### src/rtl/ccp_pkg.sv
// Constants, configuration and status types of the camera capture port.
// Contract
// - Selectable 8, 10, 12 or 14 data lines.
// - Embedded sync ignores syncs, uses eight lines.
// - Each pixel clock sample packs into 32 bits.
// - 8-bit: four bytes per word, first lowest.
// - 10-bit: two halves, bits 10-15 zero.
// - 12-bit: two halves, bits 12-15 zero.
// - 14-bit: two halves, bits 14-15 zero.
// - Four-word FIFO between capture and bus.
// - Overrun protection; overrun flushes, no data is overwritten.
// - Overrun or sync error flushes, awaits frame.
// - Complete word raises the DMA request.
// - Receiver only; camera drives all lines.
// - Active sync levels blank data; programmable polarity.
// - Sample on configured pixel clock edge.
// - Embedded sync forces the 8-bit width.
package ccp_pkg;

  localparam int DATA_W = 14;
  localparam int WORD_W = 32;
  localparam int FIFO_DEPTH = 4;
  localparam int PTR_W = 2;
  localparam int CNT_W = 3;

  localparam logic [31:0] WORD_RESET = 32'h0000_0000;
  localparam logic [7:0] CODE_LEAD = 8'hff;
  localparam logic [7:0] CODE_ZERO = 8'h00;

  // Masks that keep the sample bits of one 16-bit half.
  localparam logic [15:0] MASK_W8 = 16'h00ff;
  localparam logic [15:0] MASK_W10 = 16'h03ff;
  localparam logic [15:0] MASK_W12 = 16'h0fff;
  localparam logic [15:0] MASK_W14 = 16'h3fff;

  // Last packing position before a word is complete.
  localparam logic [1:0] LAST_POS_W8 = 2'h3;
  localparam logic [1:0] LAST_POS_HALF = 2'h1;

  typedef enum logic [1:0] {
    CCP_W8,
    CCP_W10,
    CCP_W12,
    CCP_W14
  } ccp_width_t;

  typedef struct packed {
    logic capture_en;
    ccp_width_t width;
    logic embedded_sync;
    logic line_active_high;
    logic frame_active_high;
    logic sample_rising;
    logic [7:0] frame_start_code;
  } ccp_cfg_t;

  typedef struct packed {
    logic [WORD_W-1:0] word;
    logic valid;
  } ccp_rd_t;

  typedef struct packed {
    logic waiting_frame;
    logic overrun;
    logic sync_error;
  } ccp_status_t;

endpackage : ccp_pkg

### src/rtl/ccp_capture_port.sv
// Camera capture port: pin sampling, word packing, FIFO and DMA request.
`timescale 1ns/1ps
module ccp_capture_port (
  input wire logic core_clk,
  input wire logic rst_b,
  input wire ccp_pkg::ccp_cfg_t cfg,
  input wire logic pixel_clock_in,
  input wire logic line_sync_in,
  input wire logic frame_sync_in,
  input wire logic [ccp_pkg::DATA_W-1:0] pixel_data_in,
  input wire logic word_rd,
  output ccp_pkg::ccp_rd_t captured_pixel_word,
  output logic dma_req,
  output ccp_pkg::ccp_status_t status
);
  import ccp_pkg::*;

  typedef enum logic {FR_WAIT, FR_ACTIVE} ccp_frame_t;
  typedef enum logic [1:0] {CODE_IDLE, CODE_FF, CODE_Z1, CODE_Z2} ccp_code_t;

  // Places one sample at its packing position.
  function automatic logic [31:0] place(ccp_width_t w, logic [1:0] pos,
                                        logic [DATA_W-1:0] d);
    logic [15:0] half;
    logic [31:0] wide;
    logic [4:0] sh;
    half = {2'b00, d};
    case (w)
      CCP_W8: half = half & MASK_W8;
      CCP_W10: half = half & MASK_W10;
      CCP_W12: half = half & MASK_W12;
      default: half = half & MASK_W14;
    endcase
    wide = {16'h0000, half};
    if (w == CCP_W8) begin
      sh = {pos, 3'b000};
    end else begin
      sh = {pos[0], 4'b0000};
    end
    return wide << sh;
  endfunction : place

  // Reset release through two flip-flops.
  logic [1:0] rst_sync;
  wire rst_n = rst_sync[1];

  always_ff @(posedge core_clk or negedge rst_b) begin
    if (!rst_b) begin
      rst_sync <= 2'b00;
    end else begin
      rst_sync <= {rst_sync[0], 1'b1};
    end
  end

  // Pin synchronisers; the third clock stage only feeds edge detection.
  logic [2:0] pclk_s;
  logic [1:0] line_s;
  logic [1:0] frame_s;
  logic [DATA_W-1:0] data_s0;
  logic [DATA_W-1:0] data_s1;

  always_ff @(posedge core_clk or negedge rst_n) begin
    if (!rst_n) begin
      pclk_s <= 3'h0;
      line_s <= 2'h0;
      frame_s <= 2'h0;
      data_s0 <= 14'h0000;
      data_s1 <= 14'h0000;
    end else begin
      pclk_s <= {pclk_s[1:0], pixel_clock_in};
      line_s <= {line_s[0], line_sync_in};
      frame_s <= {frame_s[0], frame_sync_in};
      data_s0 <= pixel_data_in;
      data_s1 <= data_s0;
    end
  end

  // The edge finder needs at least two core clocks per pixel clock phase.
  wire rise = pclk_s[1] & ~pclk_s[2];
  wire fall = ~pclk_s[1] & pclk_s[2];
  wire sample_edge = cfg.sample_rising ? rise : fall;

  // Embedded sync is only meaningful at eight lines, so force it.
  wire ccp_width_t eff_width = cfg.embedded_sync ? CCP_W8 : cfg.width;

  wire line_blank = (line_s[1] == cfg.line_active_high);
  wire frame_blank = (frame_s[1] == cfg.frame_active_high);

  logic frame_blank_reg;
  ccp_frame_t frame_reg;
  ccp_frame_t frame_next;
  ccp_code_t code_reg;
  ccp_code_t code_next;
  logic [1:0] pos_reg;
  logic [31:0] acc_reg;

  // Hardware frame start: vertical blanking ends.
  wire hw_frame_start = ~cfg.embedded_sync & frame_blank_reg & ~frame_blank;

  // Embedded code tracking over the low byte only.
  wire [7:0] byte_in = data_s1[7:0];
  wire emb_edge = cfg.embedded_sync & sample_edge;
  wire emb_data = (code_reg == CODE_IDLE) & (byte_in != CODE_LEAD);
  wire emb_frame_start = emb_edge & (code_reg == CODE_Z2) &
                         (byte_in == cfg.frame_start_code);
  wire emb_error = emb_edge & (byte_in != CODE_ZERO) &
                   ((code_reg == CODE_FF) | (code_reg == CODE_Z1));

  always_comb begin
    code_next = code_reg;
    if (emb_edge) begin
      case (code_reg)
        CODE_IDLE: code_next = (byte_in == CODE_LEAD) ? CODE_FF : CODE_IDLE;
        CODE_FF: code_next = (byte_in == CODE_ZERO) ? CODE_Z1 : CODE_IDLE;
        CODE_Z1: code_next = (byte_in == CODE_ZERO) ? CODE_Z2 : CODE_IDLE;
        default: code_next = CODE_IDLE;
      endcase
    end
  end

  wire frame_start = cfg.capture_en & (hw_frame_start | emb_frame_start);
  wire sync_error = emb_error;

  // Syncs blank data in hardware mode and are ignored in embedded mode.
  wire data_ok = cfg.embedded_sync ? emb_data : (~line_blank & ~frame_blank);
  wire sample_valid = sample_edge & data_ok & (frame_reg == FR_ACTIVE) &
                      ~frame_start;

  wire [1:0] last_pos = (eff_width == CCP_W8) ? LAST_POS_W8 : LAST_POS_HALF;
  wire [31:0] acc_merged = acc_reg | place(eff_width, pos_reg, data_s1);
  wire word_done = sample_valid & (pos_reg == last_pos);

  // FIFO between the pixel-rate packer and the bus reader.
  logic [31:0] fifo_mem [FIFO_DEPTH];
  logic [PTR_W-1:0] wr_ptr_reg;
  logic [PTR_W-1:0] rd_ptr_reg;
  logic [CNT_W-1:0] count_reg;

  wire fifo_full = (count_reg == CNT_W'(FIFO_DEPTH));
  wire fifo_empty = (count_reg == 3'h0);
  wire pop_req = word_rd & ~fifo_empty;
  // A fifth word with no read beside it is an overrun; all is flushed.
  wire overrun = word_done & fifo_full & ~pop_req;
  wire flush = overrun | sync_error | ~cfg.capture_en;
  wire pop = pop_req & ~flush;
  wire push = word_done & ~flush;

  wire [CNT_W-1:0] count_next = flush ? 3'h0 :
    CNT_W'(count_reg + CNT_W'(push) - CNT_W'(pop));

  always_comb begin
    frame_next = frame_reg;
    case (frame_reg)
      FR_WAIT: frame_next = frame_start ? FR_ACTIVE : FR_WAIT;
      FR_ACTIVE: frame_next = flush ? FR_WAIT : FR_ACTIVE;
      default: frame_next = FR_WAIT;
    endcase
  end

  always_ff @(posedge core_clk or negedge rst_n) begin
    if (!rst_n) begin
      frame_reg <= FR_WAIT;
      code_reg <= CODE_IDLE;
      frame_blank_reg <= 1'b1;
    end else begin
      frame_reg <= frame_next;
      code_reg <= code_next;
      frame_blank_reg <= frame_blank;
    end
  end

  always_ff @(posedge core_clk or negedge rst_n) begin
    if (!rst_n) begin
      pos_reg <= 2'h0;
      acc_reg <= WORD_RESET;
    end else if (frame_start | flush | word_done) begin
      pos_reg <= 2'h0;
      acc_reg <= WORD_RESET;
    end else if (sample_valid) begin
      pos_reg <= 2'(pos_reg + 2'h1);
      acc_reg <= acc_merged;
    end
  end

  always_ff @(posedge core_clk) begin
    if (push) begin
      fifo_mem[wr_ptr_reg] <= acc_merged;
    end
  end

  always_ff @(posedge core_clk or negedge rst_n) begin
    if (!rst_n) begin
      wr_ptr_reg <= 2'h0;
      rd_ptr_reg <= 2'h0;
      count_reg <= 3'h0;
    end else begin
      count_reg <= count_next;
      if (flush) begin
        wr_ptr_reg <= 2'h0;
        rd_ptr_reg <= 2'h0;
      end else begin
        wr_ptr_reg <= push ? 2'(wr_ptr_reg + 2'h1) : wr_ptr_reg;
        rd_ptr_reg <= pop ? 2'(rd_ptr_reg + 2'h1) : rd_ptr_reg;
      end
    end
  end

  // Read answer, DMA request and status all come from flip-flops.
  always_ff @(posedge core_clk or negedge rst_n) begin
    if (!rst_n) begin
      captured_pixel_word <= '0;
      dma_req <= 1'b0;
      status <= '0;
    end else begin
      captured_pixel_word.valid <= pop;
      if (pop) begin
        captured_pixel_word.word <= fifo_mem[rd_ptr_reg];
      end
      dma_req <= (count_next != 3'h0);
      status.waiting_frame <= (frame_next == FR_WAIT);
      status.overrun <= overrun;
      status.sync_error <= sync_error;
    end
  end

  // All camera pins are inputs; nothing is driven back.

endmodule : ccp_capture_port

### config.mk
export PLATFORM = sky130hd
export DESIGN_NAME = ccp_capture_port
export DESIGN_NICKNAME = d
export VERILOG_FILES = /design/src/rtl/ccp_pkg.sv /design/src/rtl/ccp_capture_port.sv
export SDC_FILE = /design/constraint.sdc
export NUM_CORES = 1
export LEC_CHECK = 0
export ABC_AREA = 0
export BUFFER_PORTS_ARGS = -buffer_cell sky130_fd_sc_hd__buf_2
export CAP_MARGIN = 20
export CORE_MARGIN = 10
export CORE_UTILIZATION = 35
export DETAILED_ROUTE_END_ITERATION = 8
export PLACE_DENSITY = 0.57
export SETUP_SLACK_MARGIN = 0.1
export SYNTH_ARGS = -nofsm -noshare
export SYNTH_HDL_FRONTEND = slang
export SYNTH_SLANG_ARGS = --single-unit
### constraint.sdc
create_clock -name core_clk -period 5.06 [get_ports core_clk]
set_input_delay 0.253 -clock core_clk [delete_from_list [all_inputs] [get_ports core_clk]]
set_output_delay 0.253 -clock core_clk [all_outputs]
set_load 0.03 [all_outputs]
## After elaboration in Yosys (flattened, before gate mapping)

Memories as Yosys holds them, arrays and structs flattened. A register that Yosys moved wholly into a read port is not among the register bits.
Index checks and enable logic that the tools add are counted.

| operators by class | value |
|---|---|
| $add $sub $neg | 5 |
| eq/ne operators | 12 |
| shift-type cells | 1 |
| muxes and demuxes | 24 |
| bitwise gates (word level) | 40 |
| reductions and logical operators | 10 |

Operator list:

| kind | number |
|---|---|
| 32-bit 2-to-1 mux | 2 |
| 14-bit one-hot mux with 3 select lines | 1 |
| 32-bit bitwise OR | 1 |
| 16-bit by 5-bit left shift with 32-bit output | 1 |
| 1-bit bitwise AND | 21 |
| 2-bit 2-to-1 mux | 10 |
| 1-bit NOT | 12 |
| 8-bit equality test | 1 |
| 8-bit equality test (second input constant) | 1 |
| 8-bit zero test | 1 |
| 8-bit != test (second input constant) | 1 |
| 8-bit nonzero test | 1 |
| 1-bit 2-to-1 mux | 7 |
| 2-bit by 1-bit adder with 2-bit output (second input constant) | 3 |
| 2-bit equality test (second input constant) | 3 |
| 1-bit bitwise OR | 6 |
| 2-bit one-hot mux with 3 select lines | 1 |
| 2-bit nonzero test | 3 |
| 5-bit 2-to-1 mux | 1 |
| 2-bit by 1-bit equality test with 1-bit output (second input constant) | 2 |
| 2-bit zero test | 2 |
| 3-bit by 1-bit adder with 3-bit output | 1 |
| 3-bit equality test (second input constant) | 1 |
| 3-bit zero test | 1 |
| 7 further kinds | 8 |

| word-level totals | value |
|---|---|
| register bits | 87 |
| memory bits (writable) | 128 |
| input port bits | 35 |
| logic and storage cells | 112 |
| memories kept | 1 |

Memories:

| name | words | bits a word | read ports | clocked after Yosys merged registers in | wr ports | line | RTL |
|---|---|---|---|---|---|---|---|
| fifo_mem | 4 | 32 | 1 | 1 | 1 | ccp_capture_port.sv:134 | `logic [31:0] fifo_mem [FIFO_DEPTH];` |

## Depth between registers and ports, before layout

Gate-level depths: netlist (run 1).

| logic depth | value |
|---|---|
| depth in word-level cells | 21 |
| depth in mapped cells | 15 |
| mapped depth without buffers | 14 |

## Worst setup path before layout (run 1)

OpenSTA, ideal clock, no wires.

| timing | value |
|---|---|
| path type | reg-to-reg |
| start point | register data_s1[0] |
| end point | register dma_req |
| library setup time | 0.099 ns |
| arrival | 3.132 ns |
| data required time | 4.961 ns |
| path slack | 1.829 ns |
| stages on the path, launching flop included | 15 |
| path buffers | 1 |
| cells stage by stage | dfrtp_1 clkbuf_1 nor4_1 a21bo_2 o21ai_2 nor4_1 inv_1 ha_1 inv_1 ha_1 inv_1 fa_1 xor2_1 xnor2_1 a311oi_1 |

| on the way | value |
|---|---|
| cells in the longest elaborated chain, start to end | 17 |
| elaborated cells on any way between the ends | 26 |
| those cells by class | add/sub (2); eq/ne (2); mux (2); bitwise (18); reduce/logical (2) |

Ends and longest elaborated chain:

| what | line | RTL |
|---|---|---|
| from (decl) | ccp_capture_port.sv:60 | `logic [DATA_W-1:0] data_s1;` |
| from (signal assigned) | ccp_capture_port.sv:74 | `data_s1 <= data_s0;` |
| 8-bit != test or 8-bit equality test (tied branches) | ccp_capture_port.sv:103, ccp_capture_port.sv:105 |  |
| 1-bit bitwise AND, on equally long branches | ccp_capture_port.sv:103, ccp_capture_port.sv:104 |  |
| 1-bit 2-to-1 mux or 1-bit bitwise OR (tied branches) | ccp_capture_port.sv:125, ccp_capture_port.sv:121 |  |
| 1-bit bitwise AND, on equally long branches | ccp_capture_port.sv:126, ccp_capture_port.sv:121 |  |
| 1-bit bitwise AND or 1-bit NOT (tied branches) | ccp_capture_port.sv:126, ccp_capture_port.sv:127 |  |
| 1-bit bitwise AND | ccp_capture_port.sv:126 | `wire sample_valid = sample_edge & data_ok & (frame_reg == FR_ACTIVE) &` |
| 1-bit bitwise AND | ccp_capture_port.sv:131 | `wire word_done = sample_valid & (pos_reg == last_pos);` |
| 1-bit bitwise AND (2 in a row) | ccp_capture_port.sv:143 | `wire overrun = word_done & fifo_full & ~pop_req;` |
| 1-bit bitwise OR (2 in a row) | ccp_capture_port.sv:144 | `wire flush = overrun \| sync_error \| ~cfg.capture_en;` |
| 1-bit NOT | ccp_capture_port.sv:145, ccp_capture_port.sv:146 |  |
| 1-bit bitwise AND | ccp_capture_port.sv:146 | `wire push = word_done & ~flush;` |
| 3-bit by 1-bit adder with 3-bit output | ccp_capture_port.sv:149 | `CNT_W'(count_reg + CNT_W'(push) - CNT_W'(pop));` |
| 3-bit by 1-bit subtractor with 3-bit output | ccp_capture_port.sv:149 |  |
| 3-bit 2-to-1 mux (*) | ccp_capture_port.sv:148 | `wire [CNT_W-1:0] count_next = flush ? 3'h0 :` |
| 3-bit nonzero test (*) | ccp_capture_port.sv:219 | `dma_req <= (count_next != 3'h0);` |
| to (signal assigned) | ccp_capture_port.sv:219 |  |
| to (decl) | ccp_capture_port.sv:13 | `output logic dma_req,` |

Mark *: on every way between the ends. The rest lies on a longest branch, timed or not.
A chain may end at the register's enable or synchronous reset.

## Worst setup path after layout (run 1)

| timing | value |
|---|---|
| start point | register data_s1[1] |
| end point | register dma_req |

Same word-level chain as after synthesis.

==> load_flow_metrics.sql, run 1 <==
INSERT INTO impl_metrics (metric_group, metric, value, unit) VALUES
('outcome', 'status', 'complete, no violations', ''),
('drt', 'routed-via-count', '5206', ''),
('pwr', 'power.density', '370', 'nW/um2'),
('cells_and_area', 'largest_reg_flops', '128', ''),
('cells_and_area', 'finish.net_count', '718', ''),
('sta', 'slew_viol_final', '0', ''),
('drt', 'drc', '0', ''),
('logic_synthesis', 'ys_ff_latch', '247', ''),
('clock_tree', 'cts_made_buffers', '26', ''),
('drt', 'detailedRoute.firstIterationViolations', '292', ''),
('floorplanning', 'die_width', '186', 'um'),
('sta', 'grt_setup_unrepaired', 'false', ''),
('setup_path', 'start_kind', 'register', ''),
('drt', 'drt_wl_total', '19.4', 'mm'),
('pwr', 'max-vdd-ir-drop', '0.179', 'mV'),
('drt', 'wire_per_inst', '18.8', 'um'),
('sta', 'final_min_period_over_clock_period', '0.710', ''),
('cells_and_area', 'layout_cell_share_with_drive_strength_beyond_1', '0.284', ''),
('logic_synthesis', 'mappedNetlistNets', '628', ''),
('floorplanning', 'die-area', '34500', 'um2'),
('logic_synthesis', 'post_synth_edffs', '128', ''),
('logic_synthesis', 'synthTopCellsByArea', 'sky130_fd_sc_hd__edfxtp_1 (40%), sky130_fd_sc_hd__dfrtp_1 (31%), sky130_fd_sc_hd__mux4_2 (7.5%), sky130_fd_sc_hd__mux2_2 (3.9%), sky130_fd_sc_hd__a21o_1 (2.0%)', ''),
('logic_synthesis', 'synth_flop_cell', 'sky130_fd_sc_hd__edfxtp_1', ''),
('clock_tree', 'clock_sinks', '247', ''),
('floorplanning', 'floorplan.rows', '60', ''),
('drt', 'drtPass1Iterations', '4', ''),
('clock_tree', 'cts_resized', '0', ''),
('setup_path', 'required_time_at_the_worst_slack_endpoint', '5.47', 'ns'),
('global_routing', 'grt_overflow', '0', ''),
('logic_synthesis', 'synthDistinctLibCells', '60', ''),
('logic_synthesis', 'asyncSetResetFlopFracSynth', '0.482', ''),
('floorplanning', 'dieHeight', '186', 'um'),
('floorplanning', 'io-pin-count', '72', ''),
('global_routing', 'gr-usage-all-layers', '0.115', ''),
('logic_synthesis', 'avgSynthCellArea', '16.6', 'um2'),
('floorplanning', 'initial_util', '0.356', ''),
('global_routing', 'maximum_number_of_pins_on_one_net_before_global_route_repair', '69', ''),
('floorplanning', 'floorplan.core_area', '27000', 'um2'),
('global_routing', 'via_count_of_the_first_global_routing_pass', '5585', ''),
('worst_hold_path', 'timing.hold.worst.class', 'input port to asynchronous set/reset pin', ''),
('placed_design', 'port_buffers', '71', ''),
('setup_path', 'endpoint_kind', 'register', ''),
('sta', 'report.final.hold_viol_count', '0', ''),
('sta', 'final.setup_skew', '0.0128', 'ns'),
('job', 'max-cap-violations', '0', ''),
('global_routing', 'antenna_violations_before_repair', '1', ''),
('clock_tree', 'clock_insertion_delay_worst_skew', '0.51', 'ns'),
('logic_synthesis', 'synth_top_area_share', '0.399', ''),
('logic_synthesis', 'synth_sequential_area_ratio', '0.709', ''),
('sta', 'setup_viol', '0', ''),
('logic_synthesis', 'post_synth_inst_count', '581', ''),
('setup_path', 'cp_max_fo', '10', ''),
('placed_design', 'place.gp.congestion', '0.897', ''),
('logic_synthesis', 'yosys.area.top_type', 'sky130_fd_sc_hd__edfxtp_1', ''),
('placed_design', 'dpl.hpwl', '12.7', 'mm'),
('sta', 'fmaxAchievable', '278', 'MHz'),
('sta', 'worst_slew_pin_slew', '1.05', 'ns'),
('clock_tree', 'cts_buffer_depth', '3', ''),
('pwr', 'leakage', '4.53', 'nW'),
('drt', 'vias_per_cell', '5.04', ''),
('sta', 'finalHoldWorstSlack', '0.0580', 'ns'),
('cells_and_area', 'area_delta_synth_final', '17.7', '%'),
('clock_tree', 'cts.clk_slew.worst_paths', '0.05', 'ns'),
('drt', 'drtAntennaViolNets', '0', ''),
('sta', 'sum_of_negative_setup_slack', '0', 'ns'),
('clock_tree', 'clock_tree_from_tritoncts', 'yes', ''),
('setup_path', 'timing_worst_setup_path_type', 'register to register', ''),
('logic_synthesis', 'syn-cell-area', '9630', 'um2'),
('setup_path', 'worst-endpoint-arrival', '4.00', 'ns'),
('clock_tree', 'clk_root_buffer_cell', 'sky130_fd_sc_hd__clkbuf_16', ''),
('cells_and_area', 'antenna_cells_inserted', '0', ''),
('logic_synthesis', 'yosys.cell_count.top_type', 'sky130_fd_sc_hd__edfxtp_1', ''),
('logic_synthesis', 'yosys_warnings', '0', ''),
('sta', 'finalCriticalPeriod', '3.60', 'ns'),
('global_routing', 'grt_first_pass_wirelength', '31.1', 'mm'),
('clock_tree', 'cts.htree.levels', '1', ''),
('sta', 'timing.slew.headroom', '0.301', ''),
('logic_synthesis', 'synth_common_cells', 'sky130_fd_sc_hd__edfxtp_1 (128), sky130_fd_sc_hd__dfrtp_1 (118), sky130_fd_sc_hd__nor2_1 (40)', '');
[layout make-up]
| cell class | count | area (um2) |
|---|---|---|
| fillers | 2437 | 15700 |
| flip-flops and latches | 247 | 6830 |
| multi-input cells | 283 | 2580 |
| clock buffers | 39 | 741 |
| repair buffers | 96 | 591 |
| well taps | 341 | 427 |
| clock inverters | 9 | 95.1 |
| inverters | 17 | 63.8 |
[worst max-delay path, cell delays in order (launching register included)]
cell and delay [ns]:
sky130_fd_sc_hd__dfrtp_1 0.51, sky130_fd_sc_hd__nor4_1 0.51, sky130_fd_sc_hd__a21bo_2 0.25, sky130_fd_sc_hd__o21ai_2 0.15, sky130_fd_sc_hd__nor4_1 0.52, sky130_fd_sc_hd__inv_1 0.10
sky130_fd_sc_hd__ha_1 0.28, sky130_fd_sc_hd__inv_1 0.06, sky130_fd_sc_hd__ha_1 0.14, sky130_fd_sc_hd__inv_1 0.05, sky130_fd_sc_hd__fa_1 0.37, sky130_fd_sc_hd__xor2_1 0.16
sky130_fd_sc_hd__xnor2_1 0.14, sky130_fd_sc_hd__a311oi_1 0.25
[routing by layer]
| metal | vias up | part of all wire | GRT usage |
|---|---|---|---|
| li1 | 2376 | - | - |
| met1 | 2677 | 0.45 | 0.153 |
| met2 | 132 | 0.49 | 0.187 |
| met3 | 21 | 0.055 | 0.0248 |
| met4 | 0 | 0.013 | 0.0287 |
| met5 | - | 0 | 0 |
[cell usage in the layout, fill, tap and decap left out, types with 6 or more instances in the layout]
cell                              n
sky130_fd_sc_hd__edfxtp_1       128
sky130_fd_sc_hd__dfrtp_1        115
sky130_fd_sc_hd__buf_2           71
sky130_fd_sc_hd__nor2_1          40
sky130_fd_sc_hd__mux2_2          33
sky130_fd_sc_hd__mux4_2          32
sky130_fd_sc_hd__clkbuf_16       27
sky130_fd_sc_hd__a21o_1          26
sky130_fd_sc_hd__a31oi_1         26
sky130_fd_sc_hd__dlygate4sd3_1   19
sky130_fd_sc_hd__inv_1           17
sky130_fd_sc_hd__xnor2_1         13
sky130_fd_sc_hd__ha_1            11
sky130_fd_sc_hd__nand2_1         10
sky130_fd_sc_hd__a21oi_1         10
sky130_fd_sc_hd__clkbuf_1        10
sky130_fd_sc_hd__nor3_1           6
sky130_fd_sc_hd__buf_4            6
[report_power, final]
group          total (mW)  internal [mW]  switching (mW)
sequential           2.18           2.15          0.0345
clock                1.82           1.11           0.711
combinational       0.188         0.0720           0.116
[cells by family after synthesis]
| family | share of synthesized area |
|---|---|
| adder cells (fa/ha/maj) | 0.0164 |
| other | 0.000389 |
| buffers and inverters | 0.0235 |
| flip-flops | 0.709 |
| XOR/XNOR | 0.0155 |
| AND/OR/NAND/NOR | 0.0500 |
| multiplexers | 0.114 |
| AO/OA/AOI/OAI | 0.0712 |
[through the flow]
stage	worst slack [ns]	power, mW	instance area, um2	cells	util
global route	1.13	4.36	11300	1032	0.419
floorplan	1.50	2.33	9630	581	-
global placement	1.56	2.40	10300	964	0.381
finish	1.46	4.19	11300	1032	0.419
CTS	1.47	4.25	11300	1031	0.419
detailed placement	1.48	2.40	10300	964	0.381
[timing repair]
action	CTS	global route
buffers inserted	0	0
hold buffers	19	0
endpoints found under the hold margin	20	0
[worst paths after layout]
path,start,end,slack (ns),depth (start not counted)
min,rst_b,rst_sync[1]$_DFF_PN0_,0.06,2
min reg2reg,data_s0[3]$_DFF_PN0_,data_s1[3]$_DFF_PN0_,0.35,0
min in group core_clk,word_rd,status[1]$_DFF_PN0_,0.19,4
max reg2reg,data_s1[1]$_DFF_PN0_,dma_req$_DFF_PN0_,1.46,13
max in group asynchronous,rst_sync[1]$_DFF_PN0_,rd_ptr_reg[0]$_DFFE_PN0P_,3.36,1
max,data_s1[1]$_DFF_PN0_,dma_req$_DFF_PN0_,1.46,13
No activity file was read; power rests on OpenSTA's default activity.
==> inputs of run 2 (changes only) <==
Settings changed: ABC_AREA 0 to 1, PLACE_DENSITY 0.57 to 0.59.
Clock period 5.06 ns to 3.3 ns, I/O delays scaled along.
==> load_flow_metrics.sql, run 2 <==
INSERT INTO impl_metrics (metric_group, metric, value, unit) VALUES
('outcome', 'status', 'complete, no violations', ''),
('global_routing', 'via_count_of_the_first_global_routing_pass', '6328', ''),
('setup_path', 'r2r_slack', '0.43', 'ns'),
('cells_and_area', 'postLayoutCellArea', '11900', 'um2'),
('clock_tree', 'cts.clk_slew.worst_paths', '0.06', 'ns'),
('setup_path', 'cp_max_fo', '5', ''),
('worst_hold_path', 'hp-start', 'word_rd', ''),
('logic_synthesis', 'synthSimpleGateAreaFrac', '0.140', ''),
('cells_and_area', 'largest_reg_flops', '128', ''),
('drt', 'detailedRoute.firstIterationViolations', '464', ''),
('global_routing', 'gr-usage-all-layers', '0.118', ''),
('clock_tree', 'cts_made_buffers', '26', ''),
('logic_synthesis', 'yosys.cell_count.top_type', 'sky130_fd_sc_hd__nand2_1', ''),
('sta', 'sum_of_negative_setup_slack', '0', 'ns'),
('logic_synthesis', 'yosys-mux-area-fraction', '0', ''),
('sta', 'final_min_period_over_clock_period', '0.869', ''),
('pwr', 'cell_internal_pwr', '5.07', 'mW'),
('cells_and_area', 'finish.net_count', '1035', ''),
('logic_synthesis', 'post_synth_edffs', '128', ''),
('sta', 'finalHoldWorstSlack', '0.0436', 'ns'),
('logic_synthesis', 'synth_top_family_by_area', 'simple AND/OR/NAND/NOR gates', ''),
('clock_tree', 'clock_tree_from_tritoncts', 'yes', ''),
('pwr', 'power.density', '547', 'nW/um2'),
('setup_path', 'required_time_at_the_worst_slack_endpoint', '3.70', 'ns'),
('drt', 'vias_per_cell', '4.52', ''),
('job', 'max-cap-violations', '0', ''),
('setup_path', 'start_kind', 'register', ''),
('drt', 'drtAntennaViolNets', '0', ''),
('logic_synthesis', 'yosys_warnings', '0', ''),
('sta', 'slew_viol_final', '0', ''),
('pwr', 'net-switching-power', '1.42', 'mW'),
('floorplanning', 'dieHeight', '189', 'um'),
('floorplanning', 'floorplan.core_area', '28000', 'um2'),
('setup_path', 'critical_path_cell_sequence', 'inv_1, ha_1, nand2_1, inv_1, nand2_1, a21oi_4, nand3_4, inv_1, nand3_1, ha_1, inv_1, ha_1, inv_1, fa_1, inv_1, o211ai_1, nand2_1', ''),
('logic_synthesis', 'mappedNetlistNets', '937', ''),
('setup_path', 'slowest_stage', 'sky130_fd_sc_hd__fa_1', ''),
('setup_path', 'r2r_cells', '17', ''),
('clock_tree', 'clock_insertion_delay_worst_skew', '0.53', 'ns'),
('pwr', 'power.clock.fraction', '0.433', ''),
('global_routing', 'antenna_violations_before_repair', '0', ''),
('setup_path', 'timing_worst_setup_path_type', 'register to register', ''),
('drt', 'drc', '0', ''),
('logic_synthesis', 'synth_compound_area_frac', '0.0946', ''),
('floorplanning', 'initial_util', '0.358', ''),
('global_routing', 'grt_first_pass_wirelength', '34.7', 'mm'),
('placed_design', 'place.gp.congestion', '0.805', ''),
('logic_synthesis', 'synth_flop_cell', 'sky130_fd_sc_hd__edfxtp_1', ''),
('logic_synthesis', 'syn-cell-area', '10000', 'um2'),
('logic_synthesis', 'yosys.area.top_type', 'sky130_fd_sc_hd__edfxtp_1', ''),
('drt', 'routed-via-count', '6264', ''),
('logic_synthesis', 'synthXorXnorAreaFrac', '0.00511', ''),
('logic_synthesis', 'synth_top_area_share', '0.383', ''),
('sta', 'grt_setup_unrepaired', 'false', ''),
('cells_and_area', 'layout_cell_share_with_drive_strength_beyond_1', '0.184', ''),
('cells_and_area', 'antenna_cells_inserted', '0', ''),
('logic_synthesis', 'ys_ff_latch', '247', ''),
('clock_tree', 'cts_buffer_depth', '3', ''),
('setup_path', 'critical_path.max_stage_delay', '0.49', 'ns'),
('clock_tree', 'cts_resized', '0', ''),
('worst_hold_path', 'timing.hold.worst.class', 'input port to register', ''),
('pwr', 'seq_power_share', '0.514', ''),
('logic_synthesis', 'synthDistinctLibCells', '39', ''),
('worst_hold_path', 'min_delay_worst_endpoint', 'status[1]$_DFF_PN0_', ''),
('floorplanning', 'die-area', '35900', 'um2'),
('clock_tree', 'cts.htree.levels', '1', ''),
('cells_and_area', 'layout.cells.most_common_list', 'sky130_fd_sc_hd__nand2_1 (216), sky130_fd_sc_hd__edfxtp_1 (128), sky130_fd_sc_hd__dfrtp_1 (116)', ''),
('pwr', 'total_power_consumption_of_the_routed_design', '6.50', 'mW'),
('setup_path', 'endpoint_kind', 'register', ''),
('placed_design', 'port_buffers', '71', ''),
('pwr', 'leakage', '5.15', 'nW'),
('drt', 'drtPass1Iterations', '5', ''),
('clock_tree', 'clk_root_buffer_cell', 'sky130_fd_sc_hd__clkbuf_16', ''),
('sta', 'fmaxAchievable', '349', 'MHz'),
('floorplanning', 'io-pin-count', '72', ''),
('sta', 'report.final.hold_viol_count', '0', ''),
('global_routing', 'maximum_number_of_pins_on_one_net_before_global_route_repair', '66', ''),
('logic_synthesis', 'post_synth_inst_count', '890', ''),
('pwr', 'combPwrFrac', '0.052', ''),
('sta', 'worst_slew_pin_slew', '0.855', 'ns'),
('worst_hold_path', 'min_path_cells', '4', ''),
('sta', 'setup_viol', '0', ''),
('setup_path', 'r2r_end', 'dma_req$_DFF_PN0_', ''),
('pwr', 'max-vdd-ir-drop', '0.339', 'mV'),
('cells_and_area', 'mostFrequentLayoutCell', 'sky130_fd_sc_hd__nand2_1', ''),
('clock_tree', 'clock_sinks', '247', ''),
('setup_path', 'worst-endpoint-arrival', '3.27', 'ns'),
('sta', 'timing.slew.headroom', '0.427', ''),
('sta', 'final.setup_skew', '0.0204', 'ns'),
('cells_and_area', 'area_delta_synth_final', '18.4', '%'),
('logic_synthesis', 'synth_sequential_area_ratio', '0.680', ''),
('setup_path', 'cpMostUsedCell', 'sky130_fd_sc_hd__inv_1', ''),
('pwr', 'swShare', '0.219', ''),
('drt', 'wire_per_inst', '15.3', 'um'),
('placed_design', 'detailed_place.area', '10800', 'um2'),
('floorplanning', 'die_width', '189', 'um'),
('floorplanning', 'floorplan.rows', '61', ''),
('setup_path', 'timing.rr.start', 'code_reg[0]$_DFFE_PN0P_', ''),
('placed_design', 'dpl.hpwl', '13.8', 'mm'),
('logic_synthesis', 'synthTopCellsByArea', 'sky130_fd_sc_hd__edfxtp_1 (38%), sky130_fd_sc_hd__dfrtp_1 (29%), sky130_fd_sc_hd__nand2_1 (8.1%), sky130_fd_sc_hd__inv_1 (4.2%), sky130_fd_sc_hd__a32o_1 (3.3%)', ''),
('drt', 'drt_wl_total', '21.2', 'mm'),
('logic_synthesis', 'avgSynthCellArea', '11.3', 'um2'),
('global_routing', 'grt_overflow', '0', ''),
('sta', 'finalCriticalPeriod', '2.87', 'ns'),
('logic_synthesis', 'asyncSetResetFlopFracSynth', '0.482', ''),
('logic_synthesis', 'synthAdderAreaFrac', '0.0157', ''),
('logic_synthesis', 'synth_common_cells', 'sky130_fd_sc_hd__nand2_1 (216), sky130_fd_sc_hd__edfxtp_1 (128), sky130_fd_sc_hd__dfrtp_1 (118)', '');
## run 2: worst max-delay path: cells and delay by family, from the launching register on
family	cells	cell delay, ns
AOI/OAI and AO/OA	2	0.41
DFF	1	0.42
buffers and inverters	6	0.42
adders and majority gates	4	1.08
and+or+nand+nor	5	0.43
## run 2: final cells by class
| class | count | area (um2) |
|---|---|---|
| repair buffers | 108 | 718 |
| clock buffers | 40 | 763 |
| multi-input cells | 487 | 2580 |
| flip-flops and latches | 247 | 6830 |
| inverters | 118 | 443 |
| clock inverters | 8 | 76.3 |
| well taps | 378 | 473 |
| fillers | 2623 | 16100 |
## run 2: logic make-up (layout without fill, tap and decap cells)
family | after synthesis | after routing
other cells | 1 | 1
fa+ha+maj | 12 | 12
flops | 247 | 247
buf+inv | 156 | 274
simple gates | 318 | 318
xor+xnor | 5 | 5
compound gates | 151 | 151
## run 2: timing repair
action,CTS,global route
endpoints found under the hold margin,21,0
hold buffers,21,0
setup buffers,0,0
## run 2: routing by layer
layer  vias to the layer above  GRT usage  wire [um]
met2                       121      0.189       9790
met5                         -          0          0
met3                        19     0.0235        896
met4                         0     0.0272        262
met1                      2963      0.161      10200
li1                       3161          -          -
## run 2: worst max-delay path by stage
stage          slack [ns]  cells past startpoint                    start                  endpoint
6_report             0.43                     17  code_reg[0]$_DFFE_PN0P_         dma_req$_DFF_PN0_
5_1_grt              0.19                     17  code_reg[0]$_DFFE_PN0P_         dma_req$_DFF_PN0_
4_1_cts              0.42                     17  code_reg[0]$_DFFE_PN0P_         dma_req$_DFF_PN0_
3_5_place_dp         0.43                     17  code_reg[0]$_DFFE_PN0P_         dma_req$_DFF_PN0_
3_3_place_gp         0.51                     17  code_reg[0]$_DFFE_PN0P_         dma_req$_DFF_PN0_
2_1_floorplan        0.10                     10  code_reg[0]$_DFFE_PN0P_  fifo_mem[0][0]$_DFFE_PP_
## run 2: power by group through the flow
stage | logic, mW | clock network (mW) | registers [mW]
after global placement | 0.320 | 0 | 3.40
final | 0.338 | 2.82 | 3.34
after CTS | 0.345 | 2.88 | 3.34
after detailed placement | 0.325 | 0 | 3.40
after global routing | 0.378 | 3.03 | 3.35
after floorplan | 0.138 | 0 | 3.47
## run 2: through the flow
stage | setup slack (ns) | cells | utilization
after floorplan | 0.102 | 890 | -
after global placement | 0.511 | 1316 | 0.386
after detailed placement | 0.427 | 1316 | 0.386
after CTS | 0.415 | 1385 | 0.423
after global routing | 0.189 | 1386 | 0.424
final | 0.431 | 1386 | 0.424
